`config.mk`:
```
export PLATFORM = sky130hd
export DESIGN_NAME = dcsu_core
export DESIGN_NICKNAME = d
export VERILOG_FILES = /design/src/dcsu_pkg.sv /design/src/dcsu_core.sv
export SDC_FILE = /design/constraint.sdc
export NUM_CORES = 1
export LEC_CHECK = 0
export BUFFER_PORTS_ARGS = -buffer_cell sky130_fd_sc_hd__buf_4
export CORE_MARGIN = 2
export CORE_UTILIZATION = 64
export DETAILED_ROUTE_END_ITERATION = 12
export PLACE_DENSITY_LB_ADDON = 0.15
export SYNTH_ARGS = -nofsm -noshare
export SYNTH_HDL_FRONTEND = slang
export SYNTH_SLANG_ARGS = --single-unit
```
`constraint.sdc`:
```
create_clock -name clk -period 5.39 [get_ports clk]
set_input_delay 0.2695 -clock clk [delete_from_list [all_inputs] [get_ports clk]]
set_output_delay 0.2695 -clock clk [all_outputs]
set_load 0.05 [all_outputs]
```
`src/dcsu_pkg.sv`:
```
package dcsu_pkg;
  // ----------------------------------------
  // port addresses
  // ----------------------------------------
  localparam logic [9:0] ADDR_DRIVE_OUTPUT_CONTROL = 10'h3f2;
  localparam logic [9:0] ADDR_MAIN_STATUS = 10'h3f4;
  localparam logic [9:0] ADDR_DATA_PORT = 10'h3f5;
  localparam logic [7:0] DOC_RESET_VALUE = 8'h00;
  // ----------------------------------------
  // drive output control fields
  // ----------------------------------------
  localparam int DOC_CORE_RUN_BIT = 2;
  localparam int DOC_REQ_GATE_BIT = 3;
  // ----------------------------------------
  // main status fields
  // ----------------------------------------
  localparam int MS_PORT_READY_BIT = 7;
  localparam int MS_DIRECTION_BIT = 6;
  localparam int MS_BUSY_BIT = 4;
  // ----------------------------------------
  // opcodes
  // ----------------------------------------
  localparam logic [7:0] OP_RECALIBRATE = 8'h07;
  localparam logic [7:0] OP_SENSE_INT = 8'h08;
  localparam logic [7:0] OP_SENSE_DRIVE = 8'h04;
  localparam logic [7:0] OP_SEEK = 8'h0f;
  localparam logic [7:0] INVALID_RESULT = 8'h80;
  // ----------------------------------------
  // termination codes
  // ----------------------------------------
  localparam logic [1:0] TC_NORMAL = 2'b00;
  localparam logic [1:0] TC_FAILED = 2'b01;
  localparam logic [1:0] TC_INVALID = 2'b10;
  localparam logic [1:0] TC_READY_CHANGED = 2'b11;
  localparam logic [7:0] BAD_CYLINDER_VALUE = 8'hff;
  localparam int RECAL_MAX_STEPS = 77;
  // ----------------------------------------
  // timing
  // ----------------------------------------
  localparam int CLK_PERIOD_NS = 8;
  localparam int STEP_TIME_NS = 2000;
  localparam int STEP_CYCLES = (STEP_TIME_NS + CLK_PERIOD_NS - 1) / CLK_PERIOD_NS;
  localparam int MEDIA_WINDOW_NS = 4000;
  localparam int MEDIA_CYCLES = (MEDIA_WINDOW_NS + CLK_PERIOD_NS - 1) / CLK_PERIOD_NS;

  typedef enum logic [2:0] {
    DCSU_IDLE,
    DCSU_PARAM,
    DCSU_STEP,
    DCSU_MEDIA,
    DCSU_RESULT
  } dcsu_state_e;
endpackage : dcsu_pkg

```
`src/dcsu_core.sv`:
```
// How it works
// RL1: status zero bits 7:6 hold the termination code of the command.
// RL2: seek_end in status zero bit 5 is set when a seek completes.
// RL3: equipment_check set on drive fault or no track zero after 77 steps.
// RL4: not_ready set for medium access to unready drive or side one single-sided.
// RL5: status zero bit 2 holds head, bits 1:0 the unit.
// RL6: end_of_cylinder in status one bit 7 on access past last sector.
// RL7: status one bits 6,3 and status two bit 7 always read zero.
// RL8: crc fault sets status one bit 5; data-field fault also status two bit 5.
// RL9: overrun in status one bit 4 when a data byte is not serviced in time.
// RL10: no_data in status one bit 2 when a sector or id cannot be found.
// RL11: not_writable in status one bit 1 on write protect during writes.
// RL12: missing id mark sets status one bit 0 and status two bit 0.
// RL13: control_mark in status two bit 6 on deleted data mark found.
// RL14: wrong_cylinder on medium cylinder mismatch; bad_cylinder when it is ff.
// RL15: scan equal sets status two bit 3; scan never satisfied sets bit 2.
// RL16: status three returns fault, protect, ready, track zero, sides, head, unit.
// RL17: undefined opcode does nothing and returns one byte 80 as status zero.
// RL18: recalibrate is opcode 07 plus unit byte, steps to track zero, no result.
// RL19: sense interrupt is opcode 08, returns status zero then present cylinder.
// RL20: sense drive is opcode 04 plus head and unit byte, returns status three.
// RL21: seek is opcode 0f, unit byte, new cylinder; steps there, no result.
// RL22: data port 3f5, main status 3f4, output control 3f2; channel reset clears it.
// RL23: main status bit 7 shows port ready, bit 6 the direction.
// RL24: core held reset while control bit 2 clear; requests gated by bit 3.
// RL25: interrupt raised at completion and held until results are read; seek and recalibrate drop it when the sense interrupt opcode is written.
// RL26: host reads all result bytes before sending the next opcode.
module dcsu_core #(
  parameter int CYL_W = 8
) (
  // clock and channel reset
  input wire logic clk,
  input wire logic reset_n,
  // host i/o channel
  input wire logic [9:0] io_addr,
  input wire logic io_addr_enable_n,
  input wire logic io_read,
  input wire logic io_write,
  input wire logic [7:0] io_wdata,
  output logic [7:0] io_rdata,
  output logic io_rdata_oe,
  output logic irq,
  output logic irq_oe,
  // drive side
  input wire logic drive_fault,
  input wire logic drive_write_protect,
  input wire logic drive_ready,
  input wire logic at_track_zero,
  input wire logic two_sided,
  output logic [1:0] drive_unit,
  output logic head_number,
  output logic step_pulse,
  output logic step_inward,
  output logic [3:0] motor_enable,
  // medium event reports from the read datapath
  input wire logic media_end_cylinder,
  input wire logic media_crc_id,
  input wire logic media_crc_data,
  input wire logic media_overrun,
  input wire logic media_no_data,
  input wire logic media_missing_id,
  input wire logic media_missing_data,
  input wire logic media_deleted_mark,
  input wire logic [7:0] media_cylinder,
  input wire logic media_cyl_valid,
  input wire logic media_scan_equal,
  input wire logic media_scan_fail
);
  // ----------------------------------------
  // state
  // ----------------------------------------
  dcsu_pkg::dcsu_state_e state_q, state_d;
  logic [7:0] doc_q, doc_d;
  logic [7:0] op_q, op_d;
  logic [1:0] pidx_q, pidx_d;
  logic [1:0] unit_q, unit_d;
  logic head_q, head_d;
  logic [CYL_W-1:0] pcn_q, pcn_d, ncn_q, ncn_d;
  logic [7:0] st0_q, st0_d, st1_q, st1_d, st2_q, st2_d;
  logic [7:0] res0_q, res0_d, res1_q, res1_d;
  logic [1:0] rcnt_q, rcnt_d, ridx_q, ridx_d;
  logic [15:0] tmr_q, tmr_d;
  logic [6:0] steps_q, steps_d;
  logic int_pend_q, int_pend_d;
  logic ready_seen_q, ready_seen_d;
  logic step_q, step_d;
  logic dir_q, dir_d;
  logic [7:0] rdata_q, rdata_d;
  logic rdoe_q, rdoe_d;
  logic irq_q, irq_d;
  logic irqoe_q, irqoe_d;

  logic core_run;
  logic sel_data, sel_status, sel_doc;
  logic [7:0] main_status;

  // status three from live drive lines and driven selections
  function automatic logic [7:0] drive_status(input logic [1:0] u, input logic h, ft, wp, ry, t0, ts);
    drive_status = {ft, wp, ry, t0, ts, h, u}; // [RL16]
  endfunction : drive_status

  // termination and unit fields are common to every status zero
  function automatic logic [7:0] st0_make(input logic [1:0] tc, input logic se, ec, nr, h, input logic [1:0] u);
    st0_make = {tc, se, ec, nr, h, u}; // [RL1] [RL5]
  endfunction : st0_make

  // ----------------------------------------
  // port decode
  // ----------------------------------------
  // address lines are ignored while a dma cycle owns the bus
  assign sel_data = !io_addr_enable_n && io_addr == dcsu_pkg::ADDR_DATA_PORT; // [RL22]
  assign sel_status = !io_addr_enable_n && io_addr == dcsu_pkg::ADDR_MAIN_STATUS; // [RL22]
  assign sel_doc = !io_addr_enable_n && io_addr == dcsu_pkg::ADDR_DRIVE_OUTPUT_CONTROL; // [RL22]
  assign core_run = doc_q[dcsu_pkg::DOC_CORE_RUN_BIT]; // [RL24]

  // port ready outside busy work; direction follows the result phase
  always_comb begin
    main_status = 8'h00;
    main_status[dcsu_pkg::MS_PORT_READY_BIT] = core_run &&
        (state_q == dcsu_pkg::DCSU_IDLE || state_q == dcsu_pkg::DCSU_PARAM ||
         state_q == dcsu_pkg::DCSU_RESULT); // [RL23]
    main_status[dcsu_pkg::MS_DIRECTION_BIT] = (state_q == dcsu_pkg::DCSU_RESULT); // [RL23]
    main_status[dcsu_pkg::MS_BUSY_BIT] = (state_q != dcsu_pkg::DCSU_IDLE);
    if (state_q == dcsu_pkg::DCSU_STEP) begin
      main_status[unit_q] = 1'b1;
    end
  end

  // ----------------------------------------
  // command sequencer
  // ----------------------------------------
  always_comb begin
    state_d = state_q;
    doc_d = doc_q;
    op_d = op_q;
    pidx_d = pidx_q;
    unit_d = unit_q;
    head_d = head_q;
    pcn_d = pcn_q;
    ncn_d = ncn_q;
    st0_d = st0_q;
    st1_d = st1_q;
    st2_d = st2_q;
    res0_d = res0_q;
    res1_d = res1_q;
    rcnt_d = rcnt_q;
    ridx_d = ridx_q;
    tmr_d = tmr_q;
    steps_d = steps_q;
    int_pend_d = int_pend_q;
    ready_seen_d = ready_seen_q;
    step_d = 1'b0;
    dir_d = dir_q;
    rdata_d = 8'h00;
    rdoe_d = 1'b0;
    if (io_write && sel_doc) begin
      doc_d = io_wdata;
    end
    if (io_read && sel_status) begin
      rdata_d = main_status;
      rdoe_d = 1'b1;
    end
    unique case (state_q)
      dcsu_pkg::DCSU_IDLE: begin
        if (io_write && sel_data) begin
          op_d = io_wdata;
          pidx_d = 2'd0;
          if (io_wdata == dcsu_pkg::OP_SENSE_INT) begin
            // sense interrupt reports the last seek and clears it
            res0_d = st0_q; // [RL19]
            res1_d = 8'(pcn_q); // [RL19]
            rcnt_d = 2'd2;
            ridx_d = 2'd0;
            if (!int_pend_q) begin
              res0_d = dcsu_pkg::INVALID_RESULT;
              rcnt_d = 2'd1;
            end
            int_pend_d = 1'b0;
            state_d = dcsu_pkg::DCSU_RESULT;
          end else if (io_wdata == dcsu_pkg::OP_RECALIBRATE || io_wdata == dcsu_pkg::OP_SEEK ||
                       io_wdata == dcsu_pkg::OP_SENSE_DRIVE) begin
            state_d = dcsu_pkg::DCSU_PARAM; // [RL18] [RL20] [RL21]
          end else if (io_wdata[4:0] == 5'h06 || io_wdata[4:0] == 5'h05) begin
            // medium read/write: parameters are taken by the datapath
            st1_d = 8'h00;
            st2_d = 8'h00;
            ready_seen_d = drive_ready;
            tmr_d = 16'(dcsu_pkg::MEDIA_CYCLES);
            state_d = dcsu_pkg::DCSU_MEDIA;
          end else begin
            res0_d = dcsu_pkg::INVALID_RESULT; // [RL17]
            rcnt_d = 2'd1;
            ridx_d = 2'd0;
            state_d = dcsu_pkg::DCSU_RESULT;
          end
        end
      end
      dcsu_pkg::DCSU_PARAM: begin
        if (io_write && sel_data) begin
          pidx_d = pidx_q + 2'd1;
          if (pidx_q == 2'd0) begin
            unit_d = io_wdata[1:0];
            head_d = (op_q == dcsu_pkg::OP_RECALIBRATE) ? 1'b0 : io_wdata[2];
            if (op_q == dcsu_pkg::OP_SENSE_DRIVE) begin
              res0_d = drive_status(io_wdata[1:0], io_wdata[2], drive_fault, drive_write_protect,
                                    drive_ready, at_track_zero, two_sided); // [RL20]
              rcnt_d = 2'd1;
              ridx_d = 2'd0;
              state_d = dcsu_pkg::DCSU_RESULT;
            end else if (op_q == dcsu_pkg::OP_RECALIBRATE) begin
              ncn_d = '0; // [RL18]
              steps_d = 7'd0;
              tmr_d = 16'd0;
              state_d = dcsu_pkg::DCSU_STEP;
            end
          end else begin
            ncn_d = io_wdata[CYL_W-1:0]; // [RL21]
            tmr_d = 16'd0;
            state_d = dcsu_pkg::DCSU_STEP;
          end
        end
      end
      dcsu_pkg::DCSU_STEP: begin
        // one step per step interval, no result phase afterwards
        if (tmr_q != 16'd0) begin
          tmr_d = tmr_q - 16'd1;
        end else if (drive_fault) begin
          st0_d = st0_make(dcsu_pkg::TC_FAILED, 1'b1, 1'b1, 1'b0, head_q, unit_q); // [RL3]
          int_pend_d = 1'b1; // [RL25]
          state_d = dcsu_pkg::DCSU_IDLE;
        end else if (op_q == dcsu_pkg::OP_RECALIBRATE) begin
          if (at_track_zero) begin
            pcn_d = '0;
            st0_d = st0_make(dcsu_pkg::TC_NORMAL, 1'b1, 1'b0, 1'b0, head_q, unit_q); // [RL2]
            int_pend_d = 1'b1;
            state_d = dcsu_pkg::DCSU_IDLE;
          end else if (steps_q == 7'(dcsu_pkg::RECAL_MAX_STEPS)) begin
            st0_d = st0_make(dcsu_pkg::TC_FAILED, 1'b1, 1'b1, 1'b0, head_q, unit_q); // [RL3]
            int_pend_d = 1'b1;
            state_d = dcsu_pkg::DCSU_IDLE;
          end else begin
            steps_d = steps_q + 7'd1;
            step_d = 1'b1;
            dir_d = 1'b0;
            tmr_d = 16'(dcsu_pkg::STEP_CYCLES);
          end
        end else if (pcn_q == ncn_q) begin
          st0_d = st0_make(dcsu_pkg::TC_NORMAL, 1'b1, 1'b0, 1'b0, head_q, unit_q); // [RL2]
          int_pend_d = 1'b1;
          state_d = dcsu_pkg::DCSU_IDLE;
        end else begin
          step_d = 1'b1;
          dir_d = ncn_q > pcn_q;
          pcn_d = (ncn_q > pcn_q) ? pcn_q + 1'b1 : pcn_q - 1'b1;
          tmr_d = 16'(dcsu_pkg::STEP_CYCLES);
        end
      end
      dcsu_pkg::DCSU_MEDIA: begin
        // gather medium reports until the window closes
        st1_d[7] = st1_q[7] | media_end_cylinder; // [RL6]
        st1_d[5] = st1_q[5] | media_crc_id | media_crc_data; // [RL8]
        st2_d[5] = st2_q[5] | media_crc_data; // [RL8]
        st1_d[4] = st1_q[4] | media_overrun; // [RL9]
        st1_d[2] = st1_q[2] | media_no_data; // [RL10]
        st1_d[1] = st1_q[1] | (drive_write_protect && op_q[4:0] == 5'h05); // [RL11]
        st1_d[0] = st1_q[0] | media_missing_id; // [RL12]
        st2_d[0] = st2_q[0] | media_missing_id | media_missing_data; // [RL12]
        st2_d[6] = st2_q[6] | media_deleted_mark; // [RL13]
        if (media_cyl_valid && media_cylinder != 8'(pcn_q)) begin
          st2_d[4] = 1'b1; // [RL14]
          st2_d[1] = st2_q[1] | (media_cylinder == dcsu_pkg::BAD_CYLINDER_VALUE); // [RL14]
        end
        st2_d[3] = st2_q[3] | media_scan_equal; // [RL15]
        st2_d[2] = st2_q[2] | media_scan_fail; // [RL15]
        st1_d[6] = 1'b0; // [RL7]
        st1_d[3] = 1'b0; // [RL7]
        st2_d[7] = 1'b0; // [RL7]
        tmr_d = tmr_q - 16'd1;
        if (!drive_ready || (head_q && !two_sided) || tmr_q == 16'd0 || drive_ready != ready_seen_q) begin
          if (drive_ready != ready_seen_q) begin
            res0_d = st0_make(dcsu_pkg::TC_READY_CHANGED, 1'b0, drive_fault, 1'b0, head_q, unit_q);
          end else if (!drive_ready || (head_q && !two_sided)) begin
            res0_d = st0_make(dcsu_pkg::TC_FAILED, 1'b0, drive_fault, 1'b1, head_q, unit_q); // [RL4]
          end else if (drive_fault || st1_d != 8'h00 || (st2_d & 8'h37) != 8'h00) begin
            res0_d = st0_make(dcsu_pkg::TC_FAILED, 1'b0, drive_fault, 1'b0, head_q, unit_q); // [RL3]
          end else begin
            res0_d = st0_make(dcsu_pkg::TC_NORMAL, 1'b0, 1'b0, 1'b0, head_q, unit_q);
          end
          res1_d = st1_d;
          rcnt_d = 2'd3;
          ridx_d = 2'd0;
          state_d = dcsu_pkg::DCSU_RESULT;
        end
      end
      dcsu_pkg::DCSU_RESULT: begin
        // stays here until the last byte is read by the host
        if (io_read && sel_data) begin
          rdoe_d = 1'b1;
          rdata_d = (ridx_q == 2'd0) ? res0_q : (ridx_q == 2'd1) ? res1_q : st2_q; // [RL26]
          ridx_d = ridx_q + 2'd1;
          if (ridx_q + 2'd1 == rcnt_q) begin
            state_d = dcsu_pkg::DCSU_IDLE;
          end
        end
      end
    endcase
    // while the core is held reset, its state returns to idle
    if (!core_run) begin
      state_d = dcsu_pkg::DCSU_IDLE; // [RL24]
      int_pend_d = 1'b0;
      pcn_d = '0;
      st0_d = 8'h00;
    end
  end

  // interrupt stays up from a medium completion through its result reads, and from a seek or recalibrate until a sense interrupt opcode
  always_comb begin
    irq_d = int_pend_d || (state_d == dcsu_pkg::DCSU_RESULT && op_d[4:0] != 5'h08 &&
            rcnt_d == 2'd3); // [RL25]
    irqoe_d = doc_d[dcsu_pkg::DOC_REQ_GATE_BIT]; // [RL24]
  end

  always_ff @(posedge clk or negedge reset_n) begin
    if (!reset_n) begin
      state_q <= dcsu_pkg::DCSU_IDLE;
      doc_q <= dcsu_pkg::DOC_RESET_VALUE; // [RL22]
      op_q <= 8'h00;
      pidx_q <= 2'd0;
      unit_q <= 2'd0;
      head_q <= 1'b0;
      pcn_q <= '0;
      ncn_q <= '0;
      st0_q <= 8'h00;
      st1_q <= 8'h00;
      st2_q <= 8'h00;
      res0_q <= 8'h00;
      res1_q <= 8'h00;
      rcnt_q <= 2'd0;
      ridx_q <= 2'd0;
      tmr_q <= 16'd0;
      steps_q <= 7'd0;
      int_pend_q <= 1'b0;
      ready_seen_q <= 1'b0;
      step_q <= 1'b0;
      dir_q <= 1'b0;
      rdata_q <= 8'h00;
      rdoe_q <= 1'b0;
      irq_q <= 1'b0;
      irqoe_q <= 1'b0;
    end else begin
      state_q <= state_d;
      doc_q <= doc_d;
      op_q <= op_d;
      pidx_q <= pidx_d;
      unit_q <= unit_d;
      head_q <= head_d;
      pcn_q <= pcn_d;
      ncn_q <= ncn_d;
      st0_q <= st0_d;
      st1_q <= st1_d;
      st2_q <= st2_d;
      res0_q <= res0_d;
      res1_q <= res1_d;
      rcnt_q <= rcnt_d;
      ridx_q <= ridx_d;
      tmr_q <= tmr_d;
      steps_q <= steps_d;
      int_pend_q <= int_pend_d;
      ready_seen_q <= ready_seen_d;
      step_q <= step_d;
      dir_q <= dir_d;
      rdata_q <= rdata_d;
      rdoe_q <= rdoe_d;
      irq_q <= irq_d;
      irqoe_q <= irqoe_d;
    end
  end

  // ----------------------------------------
  // outputs
  // ----------------------------------------
  assign io_rdata = rdata_q;
  assign io_rdata_oe = rdoe_q;
  assign irq = irq_q;
  assign irq_oe = irqoe_q;
  assign drive_unit = unit_q;
  assign head_number = head_q;
  assign step_pulse = step_q;
  assign step_inward = dir_q;
  assign motor_enable = doc_q[7:4];
endmodule : dcsu_core

```
== Word level (Yosys, flattened, before mapping) ==
Cells that the tools add are included.
Word-level totals
  register bits after elaboration: 121
  output and inout bits: 20
  logic and storage cells: 321
Cells by class
  $add $sub $neg: 6
  $lt $le $gt $ge: 3
  equality and inequality tests: 63
  mux-type cells: 148
  bitwise operators: 19
  reductions and logical operators: 56
Operator list (number)
  $mux 8: 42
  $mux 16: 14
  $mux 7: 11
  $pmux 16 s4: 1
  $mux 3: 18
  $pmux 8 s2: 3
  $mux 2: 20
  $eq 8x3->1 const B: 4
  $eq 10x10->1 const B: 3
  $mux 1: 29
  $ne 2x2->1 const B: 14
  $pmux 8 s3: 1
  $ne 2x1->1 const B: 11
  $eq 8x4->1 const B: 2
  $logic_not 16->1: 1
  $reduce_bool 16->1: 1
  $sub 16x1->16 const B: 1
  $eq 5x3->1 const B: 3
  $ne 3x3->1 const B: 5
  $pmux 3 s5: 1
  $reduce_and 5->1: 3
  $logic_and 1x1->1: 14
  $or 1x1->1: 14
  $pmux 7 s2: 1
  47 further kinds: 78

== Depth between registers and ports, before layout ==
Gate-level depths: netlist of run 1.
  word-level depth: 12
  depth in mapped cells: 16
  gate-level depth less buffers: 16

== Least setup slack after synthesis of run 1 ==
Ideal clock, no wire load.
  path type: reg-to-reg
  start point: reg pcn_q[1]
  end point: reg pcn_q[7]
  setup time: 0.078 ns
  arrival: 3.209 ns
  data required time: 5.312 ns
  setup slack: 2.103 ns
  stages on the path, launching flop included: 16
  buffers on the path: 0
  clock period less this slack: 3.287 ns
  cell sequence: dfrtp_1 inv_1 ha_1 nor2b_1 o21a_1 o21a_1 o211ai_1 and2_1 ha_1 a21o_1 a21oi_1 o21ai_0 o41ai_1 nand3_1 a211oi_1 o21bai_1
Between the ends
  cells in the longest elaborated chain, start to end: 8
  elaborated cells between the ends (all ways): 13
  those cells by class: 2 x add/sub; 1 x order compare; 2 x eq/ne; 7 x mux; 1 x reduce/logical
Ends and longest elaborated chain
  from (decl): line dcsu_core.sv:78  | logic [CYL_W-1:0] pcn_q, pcn_d, ncn_q, ncn_d;
  from (signal assigned): line dcsu_core.sv:357  | pcn_q <= pcn_d;
  $sub 8x1->8 (tied with other cells): line dcsu_core.sv:254  | pcn_d = (ncn_q > pcn_q) ? pcn_q + 1'b1 : pcn_q - 1'b1;
  $mux 8: line dcsu_core.sv:254
  $mux 8: line dcsu_core.sv:247  | end else if (pcn_q == ncn_q) begin
  $mux 8: line dcsu_core.sv:231  | end else if (op_q == dcsu_pkg::OP_RECALIBRATE) begin
  $mux 8: line dcsu_core.sv:227  | end else if (drive_fault) begin
  $mux 8: line dcsu_core.sv:225  | if (tmr_q != 16'd0) begin
  $mux 8: line dcsu_core.sv:163  | unique case (state_q)
  $mux 8: line dcsu_core.sv:308  | if (!core_run) begin
Parallel ways exist; a longest one is shown, timed or not. The select of a mux whose other input is x is not followed.
A chain may end at the register's enable or synchronous reset.

== Worst setup path in the final report of run 1 ==
Ends and elaborated chain as after synthesis.

==> results.ini, run 1 <==
[global_routing]
grt_pass1_vias=5671
grt_pass1_wl_microns=27400
grt_max_degree=68
track_usage_pct=33.9
grt_overflow=0
antenna_found_initial=0

[final_layout]
stdcell_count=919
area_delta_synth_final_pct=18.6
final-seq-area_sq_um=2830
drive_gt1_share_pct=14.6
final_nets=842
fill_cells=692
multi_input_area_sq_um=3210
antennaDiodeCount=0

[synth]
yosysWarningCount=0
postSynthCellCount=713
synth_enable_flop_cells=0
yosysSeqAreaShare_pct=44.7
syn_avg_cell_area_sq_um=8.88
synth_async_sr_flop_share_pct=100
synth_seq_cells=113
syn-num-nets=781
syn_area_sq_um=6330
synth_cell_types=63
synth_ff_type=dfrtp_1

[worst_setup_path]
regToRegEndpoint=pcn_q[7]
cp.required_ps=5850
reg2reg_depth=15
critical_path_class=register to register
reg2reg_from=pcn_q[1]
r2r_slack_ps=1530
end_kind=register
path_max_fanout=7
cp-start-kind=register
crit_start=pcn_q[1]
crit_path_end=pcn_q[7]
cp.arrival_ps=4320

[pwr]
seqPwrFrac_pct=41.4
p_per_area_nw_per_um2=363
intPower_mw=1.91
combPwrFrac_pct=18.4
p_leak_nw=3.46
clkPwrFrac_pct=40.2
sw_frac_of_total_pct=29.8
ir_worst_vdd_uv=242
p_sw_uw=813

[timing]
hold_viol=0
min_period_over_period_pct=71.7
worst_slack_ps=1530
tightest_slew_ps=1090
slew_headroom_pct=26.6
rsz0062_at_grt=no
setup_tns_ps=0
final.setup_skew_ps=9.53
final-max-slew-violation-count=0
finalSetupViolCount=0
fmax_mhz=259
fin_crit_ps=3860

[clock_tree]
cts-resized-gates=0
cts_tree=done
root_buffer=clkbuf_8
postCtsSetupBuffers=0
cts_num_sinks=113
clk_pin_slew_ps=60
clk_latency_ps=530
cts_buffers=17
cts_buffer_depth=2
htreeDepth=4

[min_path]
min_path_type=input port to register

[place]
place.gp.congestion=0.906
io_buffers=66
place_inst=878
dp_hpwl_microns=11900
place_ws_ps=1650

[route]
routedWlPerCell_microns=18.4
num_vias=5828
drc=0
drt_pre_antenna_iters=7
routed_wl_microns=16900
drt-initial-drc-count=643
final_antenna_net_count=0
via_per_inst=6.34

[floorplan]
die_w_microns=103
core_sq_um=9680
dieArea_sq_um=10700
fp.dieH_microns=103
ioPinCount=67
num_rows=36
start_util_pct=65.3

[flow_run]
drv_cap=0

[run_status]
status=complete, no violations

[cell usage in the layout, fill, tap and decap left out, types with 6 or more instances in the layout]
master,instances
nor2b_1,6
mux2i_1,9
o21ai_1,7
or3_1,9
nand3_1,12
dlygate4sd3_1,10
mux2_2,10
dfrtp_1,113
buf_4,69
nand2_1,106
clkbuf_1,6
nand4_1,11
xor2_1,14
nor3_1,16
ha_1,20
nor4_1,12
or4_1,6
o31ai_1,8
inv_1,31
a21oi_1,49
a31oi_1,9
a21o_1,10
nand2b_1,9
clkbuf_16,16
nor2_1,60
o21ai_0,69
[logic make-up after synthesis]
kind of cell               count (synthesis)  share of synthesized area [%]
and+or+nand+nor                          274                           21.4
buffers and inverters                     69                           4.65
AOI/OAI and AO/OA                        199                           19.3
muxes                                     19                           3.20
xor gates and xnor gates                  18                           2.49
adders and majority gates                 21                           4.27
DFF                                      113                           44.7
[synth_stat cells, types with 5 or more instances]
| master | count | area (sq um) |
|---|---|---|
| clkbuf_1 | 24 | 90.1 |
| nor2_1 | 60 | 225 |
| inv_1 | 31 | 116 |
| a31oi_1 | 9 | 56.3 |
| dfrtp_1 | 113 | 2830 |
| buf_2 | 6 | 30.0 |
| a222oi_1 | 5 | 50.1 |
| nor3_1 | 16 | 80.1 |
| o21a_1 | 5 | 37.5 |
| nand3_1 | 12 | 60.1 |
| nor2b_1 | 6 | 37.5 |
| a21o_1 | 10 | 75.1 |
| buf_4 | 5 | 37.5 |
| or4_1 | 6 | 45.0 |
| nand2b_1 | 9 | 56.3 |
| a21oi_1 | 49 | 245 |
| ha_1 | 20 | 250 |
| xor2_1 | 14 | 123 |
| nand2_1 | 106 | 398 |
| nand4_1 | 11 | 68.8 |
| and2_1 | 5 | 31.3 |
| a22o_1 | 5 | 43.8 |
| or3_1 | 9 | 56.3 |
| nor4_1 | 12 | 75.1 |
| mux2i_1 | 9 | 90.1 |
| mux2_2 | 10 | 113 |
| o31ai_1 | 8 | 60.1 |
| o21ai_0 | 69 | 345 |
| o21ai_1 | 7 | 35.0 |
[layout make-up]
type / instances / area share [%]
Clock buffer: 25 / 6.18
Clock inverter: 6 / 1.40
Inverter: 32 / 1.60
Multi-Input combinational cell: 531 / 42.7
Sequential cell: 113 / 37.7
Tap cell: 133 / 2.22
Timing Repair Buffer: 79 / 8.23
[registers in the layout, summed over array words and instances (netlist names), 2 cells and up]
name        flops
doc_q           6
drive_unit      2
io_rdata        8
ncn_q           8
op_q            8
pcn_q           8
pidx_q          2
rcnt_q          2
res0_q          8
res1_q          8
ridx_q          2
st0_q           5
st1_q           6
st2_q           7
state_q         3
steps_q         7
tmr_q          16
[layer usage]
layer / GRT usage (%) / vias up / share of wire (%)
li1: - / 2683 / -
met1: 43.2 / 2855 / 40
met2: 56.9 / 256 / 51
met3: 7.33 / 34 / 7.1
met4: 13.1 / 0 / 2.0
met5: 0 / - / 0
[stage by stage]
step	util, %	area, sq um	hold WS (ps)	power, mW
2_1_floorplan	-	6330	-26.1	1.45
6_report	77.5	7510	17.2	2.73
4_1_cts	77.5	7510	7.32	2.72
3_3_place_gp	70.6	6840	308	1.59
3_5_place_dp	70.6	6840	318	1.62
5_1_grt	77.5	7510	30.8	2.85
[power groups by stage]
stage	combinational (mW)	sequential (mW)	clock, mW
after global routing	0.563	1.14	1.14
after CTS	0.498	1.12	1.10
after floorplan	0.364	1.09	0
after detailed placement	0.488	1.13	0
final	0.502	1.13	1.10
after global placement	0.465	1.12	0
[worst min-delay path by stage]
stage                       start            to  slack (ps)  depth (start not counted)
2_1_floorplan             reset_n      doc_q[2]         -30                          0
3_3_place_gp              reset_n    steps_q[6]         310                          1
3_5_place_dp              reset_n    steps_q[2]         320                          1
4_1_cts        media_deleted_mark      st2_q[6]           7                          3
5_1_grt               drive_ready  ready_seen_q          30                          2
6_report       media_deleted_mark      st2_q[6]          20                          3
[critical path, stage by stage, from the launching register on]
cell	delay (ps)
dfrtp_1	440
inv_1	110
ha_1	340
nor2b_1	160
o21a_1	170
o21a_1	170
o211ai_1	230
and2_1	350
ha_1	290
a21o_1	170
a21oi_1	210
o21ai_0	170
o41ai_1	440
nand3_1	160
a211oi_1	240
o21bai_1	130
[timing repair]
action | in CTS | in global routing
endpoints found under the hold margin | 56 | 0
hold buffers | 10 | 0
endpoints found under the setup margin | 0 | 0
(Power assumes the default switching activity.)
==> run 2: changes to the inputs <==
Settings changed: CORE_UTILIZATION 64 to 59.
Clock period 5.39 ns to 3.85 ns, I/O delays scaled along.
==> run 2 against run 1 <==
Register-to-register slack got worse by 1300 ps. Sequential power grew 39%. Wire length rose by 3.0%. Core utilization is 2.9 points lower. Die area is 8.1% higher. Sequential share of layout area fell by 1.1 points. Total power is 47% higher. Count of clock-buffer cells in the layout decreased by 3. Final area grew 3.1%. Global-route usage is 2.2 points lower. First-iteration DRC count is 9.6% higher. Critical endpoint unchanged.
==> results.ini, run 2 (synthesized netlist as in run 1, its figures left out) <==
[clock_tree]
clk_pin_slew_ps=60
cts-resized-gates=0
postCtsSetupBuffers=0
clk_latency_ps=520
cts_tree=done
cts_buffers=17
root_buffer=clkbuf_8
cts_buffer_depth=2
cts_num_sinks=113
htreeDepth=4

[pwr]
seqPwrFrac_pct=39.2
combPwrFrac_pct=18.2
clkPwrFrac_pct=42.7
p_sw_mw=1.17
sw_frac_of_total_pct=29.2
total_power_mw=4.02
p_per_area_nw_per_um2=519
intPower_mw=2.85
p_leak_nw=3.57
ir_worst_vdd_uv=387

[global_routing]
antenna_found_initial=0
grt_max_degree=41
track_usage_pct=31.7
grt_pass1_vias=5799
grt_overflow=0
grt_pass1_wl_microns=28600

[worst_setup_path]
cp_slowest_cell=dfrtp_1
crit_start=pcn_q[1]
cp.arrival_ps=4110
cp-start-kind=register
critical_path_class=register to register
reg2reg_from=pcn_q[1]
cp_top_family=compound AO/OA/AOI/OAI gates
path_max_fanout=6
cp_cell_sequence=inv_1 -> ha_1 -> nor2b_1 -> o21a_1 -> o21a_1 -> o211ai_1 -> and2_1 -> buf_4 -> ha_1 -> a21oi_1 -> o21ai_0 -> o41ai_1 -> nand3_1 -> a211oi_1 -> o21bai_1
path_buf_inv=2
end_kind=register
cp.required_ps=4300
max_stage_delay_ps=440

[place]
dp_hpwl_microns=12200
place.gp.congestion=0.970
io_buffers=66

[final_layout]
final_nets=859
antennaDiodeCount=0
area_delta_synth_final_pct=22.3
largest_register_ffs=16
layout_common_cells=dfrtp_1 (113), nand2_1 (106), buf_4 (75)
fill_cells=756
mostFrequentLayoutCell=dfrtp_1
finish.utilization_pct=74.7
top_register=tmr_q
drive_gt1_share_pct=15.7

[route]
num_vias=5847
final_antenna_net_count=0
routed_wl_microns=17400
drt-initial-drc-count=705
drt_pre_antenna_iters=7
via_per_inst=6.22
drc=0
routedWlPerCell_microns=18.5

[run_status]
status=complete, no violations

[floorplan]
core_sq_um=10400
ioPinCount=67
dieArea_sq_um=11600
fp.dieH_microns=108
die_w_microns=108
start_util_pct=61.0
num_rows=37

[timing]
setup_tns_ps=0
fin_crit_ps=3660
rsz0062_at_grt=no
finalSetupViolCount=0
final-max-slew-violation-count=0
fmax_mhz=273
tightest_slew_ps=1280
min_period_over_period_pct=95.1
final.setup_skew_ps=5.92
slew_headroom_pct=14.6
hold_viol=0

[flow_run]
drv_cap=0

[min_path]
min-delay-start=drive_write_protect
min_path_type=input port to register

==> run 2: cell types whose count changed in the layout (fill, tap and decap cells not counted), sizes merged <==
cell / change
buf: +6
bufinv: +2
clkbuf: -3
clkinvlp: +2
dlygate4sd3: +11
==> run 2: layout make-up <==
cell class	instances	area [sq um]	area share, %
Tap cell	136	170	2.20
Inverter	32	120	1.55
Clock buffer	22	463	5.98
Clock inverter	10	180	2.33
Multi-Input combinational cell	531	3210	41.4
Sequential cell	113	2830	36.5
Timing Repair Buffer	96	773	9.99
==> run 2: power groups by stage <==
| stage | clock network (mW) | registers, mW | logic, mW |
|---|---|---|---|
| final | 1.72 | 1.57 | 0.730 |
| after floorplan | 0 | 1.52 | 0.510 |
| after CTS | 1.72 | 1.56 | 0.719 |
| after global routing | 1.77 | 1.60 | 0.818 |
| after detailed placement | 0 | 1.58 | 0.698 |
| after global placement | 0 | 1.57 | 0.666 |
==> run 2: metal layers <==
metal	up-vias	GRT usage, %	routed length (microns)
met5	-	0	0
met4	0	8.15	271
met3	33	6.72	1260
met2	279	52.0	8430
met1	2826	43.0	7460
li1	2709	-	-
==> run 2: worst paths after layout <==
kind / end / slack (ps) / depth (start not counted)
min in group asynchronous: st1_q[2] / 170 / 2
setup / recovery: pcn_q[7] / 190 / 15
setup reg to reg: pcn_q[7] / 190 / 15
hold / removal: res0_q[6] / 20 / 3
hold reg to reg: st1_q[5] / 490 / 1
max in group asynchronous: op_q[0] / 2760 / 3
==> run 2: worst reg2reg max path: stages, from the launching register on <==
cell and delay, ps:
dfrtp_1 440, inv_1 120, ha_1 330, nor2b_1 140, o21a_1 160, o21a_1 180, o211ai_1 230, and2_1 190
buf_4 150, ha_1 260, a21oi_1 210, o21ai_0 160, o41ai_1 380, nand3_1 160, a211oi_1 310, o21bai_1 160
==> run 2: per-stage QoR <==
step           worst slack (ps)  std cells  area (sq um)  hold WS (ps)
6_report                    190        940          7740          18.9
5_1_grt                    27.7        940          7740          44.5
4_1_cts                     239        940          7740          4.56
3_5_place_dp                262        887          6890           186
3_3_place_gp                486        887          6890           184
2_1_floorplan               563        713          6330          -103
==> run 2: what timing repair did <==
action / 4_1_cts / 5_1_grt
endpoints found under the hold margin: 72 / 0
hold buffers: 21 / 0
endpoints found under the setup margin: 0 / 0
